## config.mk

```make
export PLATFORM = sky130hd
export DESIGN_NAME = gpio_level_pwm_encoder
export DESIGN_NICKNAME = d
export VERILOG_FILES = /design/src/hw/pwm_enc_pkg.sv /design/src/hw/pwm_cfg_if.sv /design/src/hw/gpio_level_pwm_encoder.sv /design/src/hw/pwm_channel.sv
export SDC_FILE = /design/constraint.sdc
export NUM_CORES = 1
export LEC_CHECK = 0
export ABC_AREA = 1
export BUFFER_PORTS_ARGS = -buffer_cell sky130_fd_sc_hd__buf_2
export CAP_MARGIN = 0
export CORE_MARGIN = 2
export CORE_UTILIZATION = 59
export DETAILED_ROUTE_END_ITERATION = 8
export GPL_TIMING_DRIVEN = 0
export PLACE_DENSITY = 0.82
export SLEW_MARGIN = 20
export SYNTH_ARGS = -nofsm -noshare
export SYNTH_HDL_FRONTEND = slang
export SYNTH_HIERARCHICAL = 1
export SYNTH_SLANG_ARGS = --single-unit
export TNS_END_PERCENT = 30
```

## constraint.sdc

```tcl
create_clock -name clk_i -period 3.4 [get_ports clk_i]
set_input_delay 0.68 -clock clk_i [delete_from_list [all_inputs] [get_ports clk_i]]
set_output_delay 0.68 -clock clk_i [all_outputs]
set_load 0.1 [all_outputs]
```

## src/hw/pwm_enc_pkg.sv

```systemverilog
// constants, register map and field layout of the level pwm encoder
// Operation
// - each pin's time unit is 16, 64, 256 or 1024 clocks for selector 00b, 01b, 10b, 11b.
// - one selected time unit serves both the pin waveform and the encoder of that pin.
// - a pin makes pwm drive only while it is set as an output.
// - one pwm cycle lasts high count plus low count, times the time unit.
// - each cycle holds the pin high for high count times the time unit.
// - each cycle holds the pin low for low count times the time unit.
// - a high count of zero gives a constant low for that logical level.
// - a zero low count with a nonzero high count gives a constant high for that level.
// - both counts zero gives a constant low for that level.
// - every pin keeps one count pair for logical low and another for logical high.
// - high count sits at bits 13:7, low count at 6:0 and the unit selector at 15:14.
// - after reset the high-level pair is 1111111b/0 and the low-level pair is 0/1111111b.
// - the logical level is the pin's output data bit when it is a general purpose output.
// - pin 0 as output carries missing_host_detect for source 0b and general data for 1b.
package pwm_enc_pkg;
  // register indices; byte address is four times the index
  localparam logic [7:0] IDX_PIN0_LL = 8'h4F;
  localparam logic [7:0] IDX_PIN0_LH = 8'h50;
  localparam logic [7:0] IDX_PIN1_LL = 8'h51;
  localparam logic [7:0] IDX_PIN1_LH = 8'h52;
  localparam logic [7:0] IDX_CTRL = 8'h60;
  localparam logic [7:0] IDX_STATUS = 8'h61;
  // field layout of the count registers
  localparam int SEL_MSB = 15;
  localparam int SEL_LSB = 14;
  localparam int HC_MSB = 13;
  localparam int HC_LSB = 7;
  localparam int LC_MSB = 6;
  localparam int LC_LSB = 0;
  localparam int CNT_W = 7;
  // reset values
  localparam logic [15:0] LL_RESET = 16'h007F;
  localparam logic [15:0] LH_RESET = 16'h3F80;
  localparam logic [15:0] LH_WMASK = 16'h3FFF;
  localparam logic [15:0] CTRL_RESET = 16'h0000;
  // control register bits
  localparam int CTRL_DIR_LSB = 0;
  localparam int CTRL_DATA_LSB = 2;
  localparam int CTRL_SRC0 = 4;
  localparam logic [15:0] CTRL_WMASK = 16'h001F;
  // time unit in main clock periods per selector code
  localparam logic [10:0] UNIT_SEL0 = 11'h010;
  localparam logic [10:0] UNIT_SEL1 = 11'h040;
  localparam logic [10:0] UNIT_SEL2 = 11'h100;
  localparam logic [10:0] UNIT_SEL3 = 11'h400;
endpackage : pwm_enc_pkg

```

## src/hw/pwm_cfg_if.sv

```systemverilog
// carrier between the register block and one pwm channel
interface pwm_cfg_if;
  logic enable;
  logic level;
  logic [1:0] unit_sel;
  logic [6:0] high_cnt;
  logic [6:0] low_cnt;
  logic pwm;
  logic phase_high;
  modport ctrl (output enable, level, unit_sel, high_cnt, low_cnt, input pwm, phase_high);
  modport chan (input enable, level, unit_sel, high_cnt, low_cnt, output pwm, phase_high);
endinterface : pwm_cfg_if

```

## src/hw/gpio_level_pwm_encoder.sv

```systemverilog
// level pwm encoder for general purpose pins 0 and 1 with a wishbone slave
module gpio_level_pwm_encoder #(
  parameter int PINS = 2
) (
  // clock and reset
  input wire logic clk_i,
  input wire logic rst_i,
  // wishbone slave
  input wire logic wb_cyc_i,
  input wire logic wb_stb_i,
  input wire logic wb_we_i,
  input wire logic [31:0] wb_adr_i,
  input wire logic [3:0] wb_sel_i,
  input wire logic [31:0] wb_dat_i,
  output logic [31:0] wb_dat_o,
  output logic wb_ack_o,
  // missing host detect from the device core
  input wire logic missing_host_detect_i,
  // pins
  output logic [1:0] pin_out_o,
  output logic [1:0] pin_oe_o
);
  // count registers, one low-level and one high-level pair per pin
  logic [15:0] ll_cfg_r [PINS];
  logic [15:0] lh_cfg_r [PINS];
  // own control register: direction, output data, pin 0 source
  logic [15:0] ctrl_r;
  // bus side state
  logic ack_r;
  logic [31:0] rdata_r;
  logic req;
  logic wr_req;
  logic [7:0] idx;
  logic idx_ok;
  logic [15:0] lane_mask;
  logic [15:0] rd_word;
  // channel results
  logic [PINS-1:0] ch_pwm;
  logic [PINS-1:0] ch_phase;
  logic [PINS-1:0] dir;
  logic [PINS-1:0] out_data;
  logic src0_gpio;
  logic [1:0] pin_out_r;
  logic [1:0] pin_oe_r;

  // a new request is taken once; ack drops the cycle after it is given
  assign req = wb_cyc_i && wb_stb_i && !ack_r;
  assign wr_req = req && wb_we_i;
  assign idx = wb_adr_i[9:2];
  // upper address bits must be zero for a hit
  assign idx_ok = (wb_adr_i[31:10] == 22'h000000);

  // byte lanes 0 and 1 carry the 16-bit registers
  assign lane_mask = {{8{wb_sel_i[1]}}, {8{wb_sel_i[0]}}};

  // control fields unpacked for the pin logic
  assign dir = ctrl_r[pwm_enc_pkg::CTRL_DIR_LSB +: PINS];
  assign out_data = ctrl_r[pwm_enc_pkg::CTRL_DATA_LSB +: PINS];
  assign src0_gpio = ctrl_r[pwm_enc_pkg::CTRL_SRC0];

  // merge a write into a register through lanes and a writable mask
  function automatic logic [15:0] merge(
    input logic [15:0] old,
    input logic [31:0] wdat,
    input logic [15:0] lanes,
    input logic [15:0] wmask
  );
    logic [15:0] en;
    en = lanes & wmask;
    merge = (old & ~en) | (wdat[15:0] & en);
  endfunction : merge

  // wishbone acknowledge, one cycle after the request is seen
  always_ff @(posedge clk_i) begin
    if (rst_i) begin
      ack_r <= 1'b0;
    end else begin
      ack_r <= req;
    end
  end

  // pin 0 low-level register, holds the pin 0 unit selector as well
  always_ff @(posedge clk_i) begin
    if (rst_i) begin
      ll_cfg_r[0] <= pwm_enc_pkg::LL_RESET;
    end else if (wr_req && idx_ok && idx == pwm_enc_pkg::IDX_PIN0_LL) begin
      ll_cfg_r[0] <= merge(ll_cfg_r[0], wb_dat_i, lane_mask, 16'hFFFF);
    end
  end

  // pin 0 high-level register, selector bits stay zero
  always_ff @(posedge clk_i) begin
    if (rst_i) begin
      lh_cfg_r[0] <= pwm_enc_pkg::LH_RESET;
    end else if (wr_req && idx_ok && idx == pwm_enc_pkg::IDX_PIN0_LH) begin
      lh_cfg_r[0] <= merge(lh_cfg_r[0], wb_dat_i, lane_mask, pwm_enc_pkg::LH_WMASK);
    end
  end

  // pin 1 low-level register
  always_ff @(posedge clk_i) begin
    if (rst_i) begin
      ll_cfg_r[1] <= pwm_enc_pkg::LL_RESET;
    end else if (wr_req && idx_ok && idx == pwm_enc_pkg::IDX_PIN1_LL) begin
      ll_cfg_r[1] <= merge(ll_cfg_r[1], wb_dat_i, lane_mask, 16'hFFFF);
    end
  end

  // pin 1 high-level register
  always_ff @(posedge clk_i) begin
    if (rst_i) begin
      lh_cfg_r[1] <= pwm_enc_pkg::LH_RESET;
    end else if (wr_req && idx_ok && idx == pwm_enc_pkg::IDX_PIN1_LH) begin
      lh_cfg_r[1] <= merge(lh_cfg_r[1], wb_dat_i, lane_mask, pwm_enc_pkg::LH_WMASK);
    end
  end

  // control register: direction, output data and pin 0 source
  always_ff @(posedge clk_i) begin
    if (rst_i) begin
      ctrl_r <= pwm_enc_pkg::CTRL_RESET;
    end else if (wr_req && idx_ok && idx == pwm_enc_pkg::IDX_CTRL) begin
      ctrl_r <= merge(ctrl_r, wb_dat_i, lane_mask, pwm_enc_pkg::CTRL_WMASK);
    end
  end

  // read multiplexer; unmapped indices answer zero but still ack
  always_comb begin
    rd_word = 16'h0000;
    if (idx_ok) begin
      case (idx)
        pwm_enc_pkg::IDX_PIN0_LL: rd_word = ll_cfg_r[0];
        pwm_enc_pkg::IDX_PIN0_LH: rd_word = lh_cfg_r[0] & pwm_enc_pkg::LH_WMASK;
        pwm_enc_pkg::IDX_PIN1_LL: rd_word = ll_cfg_r[1];
        pwm_enc_pkg::IDX_PIN1_LH: rd_word = lh_cfg_r[1] & pwm_enc_pkg::LH_WMASK;
        pwm_enc_pkg::IDX_CTRL: rd_word = ctrl_r;
        pwm_enc_pkg::IDX_STATUS: rd_word = {10'h000, pin_oe_r, ch_phase, pin_out_r};
        default: rd_word = 16'h0000;
      endcase
    end
  end

  // read data captured with the request so it stands alongside ack
  always_ff @(posedge clk_i) begin
    if (rst_i) begin
      rdata_r <= 32'h00000000;
    end else if (req && !wb_we_i) begin
      rdata_r <= {16'h0000, rd_word};
    end
  end

  assign wb_ack_o = ack_r;
  assign wb_dat_o = rdata_r;

  // one channel per pin, each fed the pair chosen by its logical level
  for (genvar p = 0; p < PINS; p++) begin : g_pin
    pwm_cfg_if ch_if ();
    logic gp_level;
    logic gp_enable;

    // pin 0 as output only runs pwm on the general purpose source
    if (p == 0) begin : g_src
      assign gp_enable = dir[p] && src0_gpio;
    end else begin : g_nosrc
      assign gp_enable = dir[p];
    end

    // level comes from the output data bit of a general purpose output
    assign gp_level = gp_enable && out_data[p];

    assign ch_if.enable = gp_enable;
    assign ch_if.level = gp_level;
    // the high-level pair borrows the selector of the low-level register
    assign ch_if.unit_sel = ll_cfg_r[p][pwm_enc_pkg::SEL_MSB:pwm_enc_pkg::SEL_LSB];
    // pick the pair for the current logical level
    assign ch_if.high_cnt = gp_level ?
      lh_cfg_r[p][pwm_enc_pkg::HC_MSB:pwm_enc_pkg::HC_LSB] :
      ll_cfg_r[p][pwm_enc_pkg::HC_MSB:pwm_enc_pkg::HC_LSB];
    assign ch_if.low_cnt = gp_level ?
      lh_cfg_r[p][pwm_enc_pkg::LC_MSB:pwm_enc_pkg::LC_LSB] :
      ll_cfg_r[p][pwm_enc_pkg::LC_MSB:pwm_enc_pkg::LC_LSB];
    assign ch_pwm[p] = ch_if.pwm;
    assign ch_phase[p] = ch_if.phase_high;

    pwm_channel u_chan (
      .clk_i(clk_i),
      .rst_i(rst_i),
      .cfg(ch_if.chan)
    );
  end

  // pin 0 drive: detect signal registered for source 0b, else the pwm waveform
  always_ff @(posedge clk_i) begin
    if (rst_i) begin
      pin_out_r[0] <= 1'b0;
      pin_oe_r[0] <= 1'b0;
    end else begin
      pin_oe_r[0] <= dir[0];
      if (!dir[0]) begin
        pin_out_r[0] <= 1'b0;
      end else if (!src0_gpio) begin
        pin_out_r[0] <= missing_host_detect_i;
      end else begin
        pin_out_r[0] <= ch_pwm[0];
      end
    end
  end

  // pin 1 drive: pwm waveform only while configured as output
  always_ff @(posedge clk_i) begin
    if (rst_i) begin
      pin_out_r[1] <= 1'b0;
      pin_oe_r[1] <= 1'b0;
    end else begin
      pin_oe_r[1] <= dir[1];
      pin_out_r[1] <= dir[1] && ch_pwm[1];
    end
  end

  // outputs come straight from flip-flops
  assign pin_out_o = pin_out_r;
  assign pin_oe_o = pin_oe_r;
endmodule : gpio_level_pwm_encoder

```

## src/hw/pwm_channel.sv

```systemverilog
// one pin's pwm waveform generator with its own time unit prescaler
module pwm_channel (
  // clock and reset
  input wire logic clk_i,
  input wire logic rst_i,
  // configuration and waveform
  pwm_cfg_if.chan cfg
);
  logic [9:0] pre_r;
  logic [6:0] cnt_r;
  logic phase_r;
  logic level_r;
  logic enable_r;
  logic pwm_r;
  logic [10:0] unit;
  logic tick;
  logic restart;

  // selector to clock periods, one unit for waveform and encoder alike
  always_comb begin
    case (cfg.unit_sel)
      2'b00: unit = pwm_enc_pkg::UNIT_SEL0;
      2'b01: unit = pwm_enc_pkg::UNIT_SEL1;
      2'b10: unit = pwm_enc_pkg::UNIT_SEL2;
      default: unit = pwm_enc_pkg::UNIT_SEL3;
    endcase
  end

  // a level flip or a fresh enable starts the cycle over
  assign restart = (cfg.level != level_r) || (cfg.enable && !enable_r);
  assign tick = ({1'b0, pre_r} == unit - 11'h001);

  // history of level and enable for restart detection
  always_ff @(posedge clk_i) begin
    if (rst_i) begin
      level_r <= 1'b0;
      enable_r <= 1'b0;
    end else begin
      level_r <= cfg.level;
      enable_r <= cfg.enable;
    end
  end

  // prescaler: counts clock periods inside one time unit
  always_ff @(posedge clk_i) begin
    if (rst_i || restart || tick) begin
      pre_r <= 10'h000;
    end else begin
      pre_r <= pre_r + 10'h001;
    end
  end

  // phase counter: high phase then low phase, each in whole units
  always_ff @(posedge clk_i) begin
    if (rst_i || restart) begin
      cnt_r <= 7'h00;
      phase_r <= 1'b1;
    end else if (tick) begin
      if (phase_r && (cnt_r + 7'h01 >= cfg.high_cnt)) begin
        cnt_r <= 7'h00;
        phase_r <= 1'b0;
      end else if (!phase_r && (cnt_r + 7'h01 >= cfg.low_cnt)) begin
        cnt_r <= 7'h00;
        phase_r <= 1'b1;
      end else begin
        cnt_r <= cnt_r + 7'h01;
      end
    end
  end

  // registered drive; zero counts override the toggling
  always_ff @(posedge clk_i) begin
    if (rst_i || !cfg.enable) begin
      pwm_r <= 1'b0;
    end else if (cfg.high_cnt == 7'h00) begin
      pwm_r <= 1'b0;
    end else if (cfg.low_cnt == 7'h00) begin
      pwm_r <= 1'b1;
    end else begin
      pwm_r <= phase_r && !restart;
    end
  end

  assign cfg.pwm = pwm_r;
  assign cfg.phase_high = phase_r;
endmodule : pwm_channel

```

==> flow_metrics.py, run 1 <==
metrics = {
    "die": {
        "chipWidth_um": 121,
        "io_pins": 111,
        "initial_utilization_pct": 60.7,
        "placement_rows": 42,
        "dieArea_um2": 14600,
        "die_y_um": 121,
        "placeableCoreArea_um2": 13300,
    },
    "placed_design": {
        "placed_cell_area_um2": 8740,
        "portBuffers": 72,
        "dp_hpwl_um": 16000,
        "place.gp.congestion": 0.978,
    },
    "finish": {
        "design.final.nets": 1346,
        "design_area_um2": 9380,
        "mostFrequentLayoutCell": "sky130_fd_sc_hd__nand2_1",
        "layout-drive-gt1-share_pct": 15.8,
        "area_growth_syn_to_layout_pct": 16.2,
        "layout_common_cells": "307 x sky130_fd_sc_hd__nand2_1, 139 x sky130_fd_sc_hd__inv_1, 106 x sky130_fd_sc_hd__nand3_1",
        "diodes": 0,
    },
    "logic_synthesis": {
        "synth_enable_flop_cells": 60,
        "synth_sequential_area_ratio_pct": 39.2,
        "dominantRegCellSynth": "sky130_fd_sc_hd__dfxtp_1",
        "synth_area_per_cell_um2": 7.14,
        "synthesis.area_um2": 8070,
        "async_reset_ff_share_pct": 0,
        "yosysWarnings": 6,
        "yosys_register_bits": 128,
        "post_synth_inst_count": 1130,
        "post_synth_num_cell_types": 38,
    },
    "clock_network": {
        "cts_root_buffer": "sky130_fd_sc_hd__clkbuf_16",
        "clkSinkCount": 128,
        "clock_slew_at_reported_path_ffs_ps": 60,
        "postCtsResizedCells": 0,
        "postCtsSetupBuffers": 0,
        "cts-hold-fix-buffers": 0,
        "htree_num_levels": 4,
        "cts_inserted_buffers": 17,
        "tritoncts": "yes",
        "insertion_delay_ps": 430,
        "maximum_clock_path_buffer_count": 2,
    },
    "setup_path": {
        "crit_cells": 14,
        "number_of_cell_instances_on_the_worst_register_to_register_path": 14,
        "worst-path-max-fanout": 10,
        "worst_path_largest_cell_delay_ps": 520,
        "path_cells": "nand2_1 > inv_1 > clkbuf_1 > nand2_1 > nand2_1 > inv_1 > ha_1 > nand2_1 > inv_1 > a21oi_1 > nand4_1 > nand2_1 > nand3_1 > nand2_1",
        "worst-path-buf-inv": 4,
        "cp.required_ps": 3770,
        "timing.critical_path.slowest_stage_cell": "sky130_fd_sc_hd__dfxtp_1",
        "path_class": "reg -> reg",
        "timing.critical_path.max_delay_family": "simple AND/OR/NAND/NOR gates",
        "most_frequent_cell_on_critical_path": "sky130_fd_sc_hd__nand2_1",
        "setup.worst_path.end_class": "flip-flop",
        "worstSetupStartpointType": "flip-flop",
        "data_arrival_at_the_endpoint_of_the_critical_path_ps": 3300,
    },
    "sta": {
        "tns_ps": 0,
        "fmax_ghz": 0.341,
        "tightest_slew_ps": 781,
        "maxSlewHeadroom_pct": 47.9,
        "report.final.setup_viol": 0,
        "timing.final.max_slew_violations": 0,
        "unrepaired_setup_endpoints_after_global_routing": "false",
        "period_minus_slack_ps": 2930,
        "layout_worst_path_cycle_share_pct": 86.1,
        "hold_vio_cnt_final": 0,
        "clock-skew-final_ps": 10.0,
    },
    "outcome": {
        "status": "finished clean",
    },
    "route": {
        "drt.antenna.violating_nets": 0,
        "detailed_router_iteration_count_before_antenna_repair": 8,
        "route.vias.total": 7841,
        "wl_per_cell_um": 15.0,
        "drt-total-wl_um": 21500,
        "post_drt_via_cell_ratio": 5.49,
        "drc": 0,
        "drt_first_iter_violations": 915,
    },
    "power": {
        "finalPower_w": 0.00395,
        "ir_worst_vdd_mv": 0.389,
        "power.density_nw_per_um2": 422,
        "cellLeakagePower_nw": 4.43,
    },
    "grt": {
        "grt_first_pass_wirelength_um": 34900,
        "grt_pass1_vias": 7134,
        "grt_antenna_before_repair": 0,
        "grt_overflow_total": 0,
        "total_grt_usage_pct": 30.5,
        "maximum_number_of_pins_on_one_net_before_global_route_repair": 17,
    },
    "min_path": {
        "worst_hold_path.num_cells": 2,
        "timing.hold.worst.class": "reg -> reg",
    },
    "run": {
        "max_cap_violations": 0,
    },
}
-- sequential cells by signal, indices dropped and copies added (netlist names), named ones only --
register                     count
ll_cfg_r                        32
pin_out_o                        2
lh_cfg_r                        28
wb_dat_o                        16
g_pin.u_chan/cfg.pwm             2
g_pin.u_chan/level_r             2
g_pin.u_chan/enable_r            2
g_pin.u_chan/cfg.phase_high      2
wb_ack_o                         1
g_pin.u_chan/cnt_r              14
g_pin.u_chan/pre_r              20
pin_oe_o                         2
-- final timing paths --
| path | start | endpoint | slack (ps) |
|---|---|---|---|
| min | wb_dat_o[9] | wb_dat_o[9] | 460 |
| max | flip-flop | g_pin[1].u_chan/cnt_r[2] | 470 |
| min reg2reg | wb_dat_o[9] | wb_dat_o[9] | 460 |
| max reg2reg | flip-flop | g_pin[1].u_chan/cnt_r[2] | 470 |
-- worst reg2reg max path, delay by kind of cell, from the launching register on --
family / cells / cell delay (ps)
and+or+nand+nor: 8 / 1140
buffers and inverters: 4 / 720
DFF: 1 / 520
adders and majority gates: 1 / 300
AOI/OAI and AO/OA: 1 / 190
-- cells by family after synthesis --
logic type / Yosys count / synth area share [%]
fa+ha+maj: 34 / 5.27
compound gates: 119 / 7.51
xor+xnor: 10 / 1.09
other cells: 1 / 0.0465
simple gates: 639 / 36.4
flops: 128 / 39.2
buf+inv: 199 / 10.5
-- through the flow --
stage	worst slack, ps	hold slack (ps)	util, %	instances
final	471	460	70.5	1427
after global routing	118	478	70.5	1427
after CTS	539	462	70.5	1427
after detailed placement	563	451	65.8	1395
after global placement	-313	442	65.5	1393
after floorplan	411	404	-	1145
-- routing by layer --
metal	routed length [um]	vias to the layer above	global-route usage (%)
met1	9050	3505	40.8
met4	593	0	12.1
met3	2460	57	9.40
met5	0	-	0
li1	-	3887	-
met2	9360	392	46.1
-- final cells by class --
class / instances / area, um^2
buffer: 50 / 288
clock buffer: 17 / 425
clock inverter: 15 / 209
fill: 1103 / 3920
inverter: 149 / 561
multi-input combinational: 818 / 4130
sequential: 128 / 3160
tap: 176 / 220
timing repair buffer: 74 / 383
-- report_power, final --
part           internal (W)  leakage (nW)  switching [W]
clock               0.00124         0.297       0.000727
sequential          0.00163          1.07      0.0000200
combinational     0.0000928          3.06       0.000250
-- synth_stat cells (4+ instances only) --
library cell,count,share of area [%]
sky130_fd_sc_hd__or2_1,4,0.31
sky130_fd_sc_hd__ha_1,34,5.3
sky130_fd_sc_hd__nor2_4,4,0.56
sky130_fd_sc_hd__nand3b_1,4,0.37
sky130_fd_sc_hd__clkbuf_1,21,0.98
sky130_fd_sc_hd__nor4_1,4,0.31
sky130_fd_sc_hd__nor2_2,27,2.1
sky130_fd_sc_hd__o21ai_0,23,1.4
sky130_fd_sc_hd__a21oi_1,91,5.6
sky130_fd_sc_hd__dfxtp_1,68,17
sky130_fd_sc_hd__buf_4,18,1.7
sky130_fd_sc_hd__inv_1,139,6.5
sky130_fd_sc_hd__xor2_1,10,1.1
sky130_fd_sc_hd__nand3_1,106,6.6
sky130_fd_sc_hd__buf_2,8,0.50
sky130_fd_sc_hd__nand2_1,307,14
sky130_fd_sc_hd__nand4_1,55,4.3
sky130_fd_sc_hd__inv_2,8,0.37
sky130_fd_sc_hd__nor2_1,105,4.9
sky130_fd_sc_hd__edfxtp_1,60,22
(Power assumes the default switching activity.)
==> inputs of run 2 (changes only) <==
- CORE_UTILIZATION: 59 -> 50
- PLACE_DENSITY: 0.82 -> 0.71
- SYNTH_HIERARCHICAL: 1 -> not set
==> flow_metrics.py, run 2 <==
metrics = {
    "power": {
        "power.density_nw_per_um2": 421,
        "cellLeakagePower_nw": 3.96,
        "ir_worst_vdd_mv": 0.313,
        "finalPower_w": 0.00371,
    },
    "logic_synthesis": {
        "yosysMostFrequentCell": "sky130_fd_sc_hd__nand2_1",
        "async_reset_ff_share_pct": 0,
        "yosysWarnings": 0,
        "synth_area_leaders": "sky130_fd_sc_hd__edfxtp_1 24%, sky130_fd_sc_hd__dfxtp_1 18%, sky130_fd_sc_hd__nand2_1 11%, sky130_fd_sc_hd__nor2_1 6.5%, sky130_fd_sc_hd__a21oi_1 6.0%",
        "synthesis.area_um2": 7600,
        "post_synth_num_cell_types": 48,
        "synth_largest_type_area_fraction_pct": 23.7,
        "most_used_standard_cells_in_the_synthesized_netlist": "230 x sky130_fd_sc_hd__nand2_1, 132 x sky130_fd_sc_hd__nor2_1, 91 x sky130_fd_sc_hd__a21oi_1",
        "yosys_register_bits": 127,
        "post_synth_inst_count": 992,
        "dominantRegCellSynth": "sky130_fd_sc_hd__dfxtp_1",
        "synth_area_per_cell_um2": 7.66,
        "synth.largest_area_cell": "sky130_fd_sc_hd__edfxtp_1",
        "synth_sequential_area_ratio_pct": 41.4,
        "synth_enable_flop_cells": 60,
    },
    "grt": {
        "grt_antenna_before_repair": 0,
        "maximum_number_of_pins_on_one_net_before_global_route_repair": 17,
        "grt_first_pass_wirelength_um": 30900,
        "grt_pass1_vias": 6287,
        "grt_overflow_total": 0,
        "total_grt_usage_pct": 24.4,
    },
    "sta": {
        "clock-skew-final_ps": 8.73,
        "report.final.setup_viol": 0,
        "setup_slack_ps": 862,
        "hold_vio_cnt_final": 0,
        "unrepaired_setup_endpoints_after_global_routing": "false",
        "whs_ps": 426,
        "tightest_slew_ps": 719,
        "timing.final.max_slew_violations": 0,
        "period_minus_slack_ps": 2540,
        "fmax_ghz": 0.394,
        "maxSlewHeadroom_pct": 52.0,
        "tns_ps": 0,
        "layout_worst_path_cycle_share_pct": 74.7,
    },
    "route": {
        "drt-total-wl_um": 19100,
        "drt_first_iter_violations": 453,
        "route.vias.total": 6843,
        "drt.antenna.violating_nets": 0,
        "wl_per_cell_um": 14.7,
        "detailed_router_iteration_count_before_antenna_repair": 6,
        "post_drt_via_cell_ratio": 5.28,
        "drc": 0,
    },
    "finish": {
        "n_fill_cell": 1407,
        "largest_register_ffs": 32,
        "diodes": 0,
        "design.final.nets": 1204,
        "area_growth_syn_to_layout_pct": 16.1,
        "utilization_pct": 58.6,
        "layout_common_cells": "230 x sky130_fd_sc_hd__nand2_1, 132 x sky130_fd_sc_hd__nor2_1, 91 x sky130_fd_sc_hd__a21oi_1",
        "max_flop_register": "ll_cfg_r",
        "layout-drive-gt1-share_pct": 15.8,
        "mostFrequentLayoutCell": "sky130_fd_sc_hd__nand2_1",
        "reg.largest.list": "ll_cfg_r (32), lh_cfg_r (28), g_pin.u_chan.pre_r (20)",
    },
    "die": {
        "dieArea_um2": 16200,
        "initial_utilization_pct": 50.5,
        "chipWidth_um": 127,
        "die_y_um": 127,
        "io_pins": 111,
        "placeableCoreArea_um2": 15000,
        "placement_rows": 45,
    },
    "setup_path": {
        "setup.worst_path.end_class": "flip-flop",
        "data_arrival_at_the_endpoint_of_the_critical_path_ps": 2910,
        "path_class": "reg -> reg",
        "cp.required_ps": 3770,
        "worst-path-max-fanout": 7,
        "worstSetupStartpointType": "flip-flop",
    },
    "clock_network": {
        "maximum_clock_path_buffer_count": 2,
        "htree_num_levels": 4,
        "postCtsResizedCells": 0,
        "tritoncts": "yes",
        "clock_slew_at_reported_path_ffs_ps": 60,
        "postCtsSetupBuffers": 0,
        "insertion_delay_ps": 430,
        "clkSinkCount": 127,
        "cts-hold-fix-buffers": 0,
        "cts_root_buffer": "sky130_fd_sc_hd__clkbuf_16",
        "cts_inserted_buffers": 17,
    },
    "placed_design": {
        "place.gp.congestion": 0.921,
        "dp_hpwl_um": 14600,
        "preCtsSetupSlack_ps": 815,
        "portBuffers": 71,
    },
    "outcome": {
        "status": "finished clean",
    },
    "run": {
        "max_cap_violations": 0,
    },
    "min_path": {
        "timing.hold.worst.class": "reg -> reg",
    },
}
## run 2: cell types whose count changed in the layout (fill, tap and decap cells not counted), moves of 21 or more
| cell | delta |
|---|---|
| sky130_fd_sc_hd__nor2_1 | +27 |
| sky130_fd_sc_hd__nand3_1 | -42 |
| sky130_fd_sc_hd__nand2_1 | -77 |
| sky130_fd_sc_hd__nor2_2 | -21 |
| sky130_fd_sc_hd__inv_1 | -49 |
| sky130_fd_sc_hd__nand4_1 | -25 |
## run 2: final cells by class
cell class / count / area (um^2) / share of cell area [%]
plain buffers: 38 / 238 / 2.70
clock buffers: 26 / 522 / 5.92
clock inverters: 5 / 51.3 / 0.582
inverters: 104 / 392 / 4.44
multi-input cells: 738 / 3880 / 44.0
flip-flops and latches: 127 / 3140 / 35.7
well taps: 188 / 235 / 2.67
repair buffers: 71 / 355 / 4.03
## run 2: kinds of logic after synthesis
logic type      after synthesis  share of synthesized area [%]
simple gates                523                           31.9
flops                       127                           41.4
other cells                   1                         0.0494
buf+inv                     142                           8.29
compound gates              143                           10.3
mux                           3                          0.395
xor+xnor                     20                           2.31
fa+ha+maj                    33                           5.44
## run 2: worst paths after layout
check / from / end / slack (ps) / cells past startpoint
setup reg to reg: g_pin[0].u_chan.cnt_r[0] / g_pin[0].u_chan.cnt_r[5] / 860 / 13
hold reg to reg: g_pin[1].u_chan.cfg.pwm / pin_out_o[1] / 430 / 2
hold / removal: g_pin[1].u_chan.cfg.pwm / pin_out_o[1] / 430 / 2
setup / recovery: g_pin[0].u_chan.cnt_r[0] / g_pin[0].u_chan.cnt_r[5] / 860 / 13
## run 2: worst max-delay path, cell delays in order (launching register included)
cell and delay (ps):
sky130_fd_sc_hd__dfxtp_1 450, sky130_fd_sc_hd__ha_1 230, sky130_fd_sc_hd__nand3_1 120, sky130_fd_sc_hd__nand3b_1 190
sky130_fd_sc_hd__xnor2_1 340, sky130_fd_sc_hd__ha_1 320, sky130_fd_sc_hd__a21oi_1 160, sky130_fd_sc_hd__o21a_1 140
sky130_fd_sc_hd__nand3_1 70, sky130_fd_sc_hd__nand2_1 190, sky130_fd_sc_hd__nand2_1 70, sky130_fd_sc_hd__nand2_1 80
sky130_fd_sc_hd__nand2_1 50, sky130_fd_sc_hd__nor2_1 80
## run 2: power by group
part / switching, W / internal [W]
clock network: 0.000648 / 0.00112
logic: 0.000222 / 0.0000815
registers: 0.0000182 / 0.00162
total: 0.000888 / 0.00282
## run 2: layer usage
metal / global-route usage [%] / wire length (um)
met1: 30.9 / 8190
met2: 39.0 / 8750
met3: 7.24 / 1620
met4: 10.3 / 505
met5: 0 / 0
## run 2: per-stage QoR
step	cells	area, um^2
3_5_place_dp	1266	8240
3_3_place_gp	1266	8240
6_report	1297	8820
5_1_grt	1297	8820
2_1_floorplan	1007	7650
4_1_cts	1297	8820
==> inputs of run 3 (changes only) <==
- ABC_AREA: 1 -> 0
- clock period: 3.4 -> 2.5 ns (I/O delays scaled with it)
==> flow_metrics.py, run 3 <==
metrics = {
    "die": {
        "dieArea_um2": 15700,
        "die_y_um": 125,
        "placeableCoreArea_um2": 14400,
        "io_pins": 111,
        "placement_rows": 44,
        "initial_utilization_pct": 50.9,
        "chipWidth_um": 125,
    },
    "logic_synthesis": {
        "synth_area_per_cell_um2": 9.47,
        "yosysWarnings": 0,
        "post_synth_inst_count": 776,
        "synthesis.area_um2": 7350,
        "dominantRegCellSynth": "sky130_fd_sc_hd__dfxtp_1",
        "yosysMostFrequentCell": "sky130_fd_sc_hd__nand2b_1",
        "yosys_register_bits": 127,
        "synth_largest_type_area_fraction_pct": 24.5,
        "synth.largest_area_cell": "sky130_fd_sc_hd__edfxtp_1",
        "async_reset_ff_share_pct": 0,
        "synth_sequential_area_ratio_pct": 42.8,
        "synth_area_leaders": "sky130_fd_sc_hd__edfxtp_1 25%, sky130_fd_sc_hd__dfxtp_1 18%, sky130_fd_sc_hd__mux2i_1 6.0%, sky130_fd_sc_hd__nand2b_1 5.9%, sky130_fd_sc_hd__ha_1 5.6%",
        "synth_enable_flop_cells": 60,
        "most_used_standard_cells_in_the_synthesized_netlist": "69 x sky130_fd_sc_hd__nand2b_1, 67 x sky130_fd_sc_hd__dfxtp_1, 61 x sky130_fd_sc_hd__nor2_1",
        "post_synth_num_cell_types": 62,
    },
    "finish": {
        "layout-drive-gt1-share_pct": 23.9,
        "area_growth_syn_to_layout_pct": 25.0,
        "sequential_cell_area_um2": 3180,
        "layout_common_cells": "79 x sky130_fd_sc_hd__buf_2, 68 x sky130_fd_sc_hd__nand2b_1, 60 x sky130_fd_sc_hd__nor2_1, 60 x sky130_fd_sc_hd__edfxtp_1, 55 x sky130_fd_sc_hd__dfxtp_1",
        "largest_register_ffs": 32,
        "n_fill_cell": 1199,
        "reg.largest.list": "ll_cfg_r (32), lh_cfg_r (28), g_pin.u_chan.pre_r (20)",
        "multiInputGateArea_um2": 4270,
        "diodes": 0,
        "stdcell_count": 1108,
        "design.final.nets": 1018,
        "mostFrequentLayoutCell": "sky130_fd_sc_hd__buf_2",
        "max_flop_register": "ll_cfg_r",
    },
    "clock_network": {
        "maximum_clock_path_buffer_count": 2,
        "clkSinkCount": 127,
        "cts-hold-fix-buffers": 0,
        "htree_num_levels": 4,
        "cts_inserted_buffers": 17,
        "clock_slew_at_reported_path_ffs_ps": 60,
        "cts_root_buffer": "sky130_fd_sc_hd__clkbuf_16",
        "insertion_delay_ps": 420,
        "tritoncts": "yes",
    },
    "sta": {
        "period_minus_slack_ps": 2680,
        "tns_ps": -454,
        "layout_worst_path_cycle_share_pct": 107,
        "report.final.setup_viol": 7,
        "clock-skew-final_ps": 7.14,
        "maxSlewHeadroom_pct": 51.4,
        "whs_ps": 347,
        "hold_vio_cnt_final": 0,
        "setup_slack_ps": -183,
        "tightest_slew_ps": 727,
        "fmax_ghz": 0.373,
        "timing.final.max_slew_violations": 0,
        "unrepaired_setup_endpoints_after_global_routing": "true",
    },
    "outcome": {
        "status": "finished, violations left",
        "failing_checks": "setup timing",
    },
    "power": {
        "finalPower_w": 0.00503,
        "power.density_nw_per_um2": 547,
        "ir_worst_vdd_mv": 0.460,
        "cellLeakagePower_nw": 3.78,
    },
    "setup_path": {
        "setup.worst_path.end_class": "flip-flop",
        "cp.required_ps": 2850,
        "worstSetupStartpointType": "flip-flop",
        "data_arrival_at_the_endpoint_of_the_critical_path_ps": 3030,
        "path_class": "reg -> reg",
        "worst-path-max-fanout": 4,
    },
    "run": {
        "max_cap_violations": 0,
    },
    "grt": {
        "total_grt_usage_pct": 25.8,
        "grt_first_pass_wirelength_um": 31700,
        "maximum_number_of_pins_on_one_net_before_global_route_repair": 17,
        "grt_pass1_vias": 6035,
        "grt_antenna_before_repair": 0,
        "grt_overflow_total": 0,
    },
    "placed_design": {
        "portBuffers": 73,
        "preCtsSetupSlack_ps": -711,
        "dp_hpwl_um": 14600,
        "place.gp.congestion": 0.942,
        "numPlacedInstances": 1048,
    },
    "min_path": {
        "timing.hold.worst.class": "in -> reg",
    },
    "route": {
        "detailed_router_iteration_count_before_antenna_repair": 5,
        "drt_first_iter_violations": 518,
        "drt.antenna.violating_nets": 0,
        "post_drt_via_cell_ratio": 5.90,
        "route.vias.total": 6536,
        "wl_per_cell_um": 18.7,
        "drc": 0,
        "drt-total-wl_um": 20800,
    },
}
-- run 3: worst max-delay path, cell delays in order, from the launching register on --
cell	delay, ps
sky130_fd_sc_hd__dfxtp_4	380
sky130_fd_sc_hd__ha_4	160
sky130_fd_sc_hd__nand3_4	90
sky130_fd_sc_hd__xnor2_2	160
sky130_fd_sc_hd__buf_4	150
sky130_fd_sc_hd__ha_1	310
sky130_fd_sc_hd__a2111o_1	390
sky130_fd_sc_hd__a31oi_2	250
sky130_fd_sc_hd__nor3_4	90
sky130_fd_sc_hd__or3b_2	460
sky130_fd_sc_hd__a21oi_1	180
-- run 3: where the power goes --
group	leakage [nW]	total, W	internal (W)	switching [W]
clock	0.278	0.00235	0.00147	0.000885
combinational	2.44	0.000450	0.000144	0.000306
sequential	1.07	0.00223	0.00219	0.0000339
total	3.78	0.00503	0.00380	0.00122
-- run 3: repair_timing --
item,CTS,global route
buffers inserted,13,15
gates resized for setup,37,40
endpoints found under the setup margin,108,107
pin swaps,10,23
cloned,1,0
-- run 3: metal layers --
layer  vias up  share of wire (%)  GRT usage [%]
met5         -                  0              0
met1      3124                 43           35.7
met3        33                9.0           6.16
li1       3089                  -              -
met2       290                 46           40.6
met4         0                1.9           6.99
-- run 3: worst paths after layout --
| check | from | to | slack [ps] | depth (start not counted) |
|---|---|---|---|---|
| setup / recovery | g_pin[0].u_chan.cnt_r[0] | g_pin[0].u_chan.cnt_r[5] | -180 | 10 |
| hold / removal | wb_dat_i[3] | flip-flop | 350 | 3 |
| setup reg to reg | g_pin[0].u_chan.cnt_r[0] | g_pin[0].u_chan.cnt_r[5] | -180 | 10 |
| hold reg to reg | g_pin[1].u_chan.cfg.pwm | pin_out_o[1] | 440 | 1 |
-- run 3: cell type report --
class | instances | area share [%]
timing repair buffer | 102 | 6.50
clock inverter | 6 | 0.613
clock buffer | 26 | 5.44
buffer | 53 | 3.39
tap | 184 | 2.51
multi-input combinational | 598 | 46.4
inverter | 12 | 0.490
sequential | 127 | 34.6
-- run 3: kinds of logic (layout without fill, tap and decap cells) --
group           count (synthesis)  in the layout  share of synthesized area [%]
flops                         127            127                           42.8
fa+ha+maj                      34             34                           5.76
compound gates                155            155                           14.3
buf+inv                        66            199                           4.46
other cells                     1             16                         0.0510
simple gates                  314            314                           22.3
mux                            49             49                           6.76
xor+xnor                       30             30                           3.58
-- run 3: through the flow --
step                area, um^2  util, %
floorplan                 7460        -
global placement          8050     55.8
detailed placement        8060     55.9
CTS                       8880     61.5
global route              9190     63.7
finish                    9190     63.7
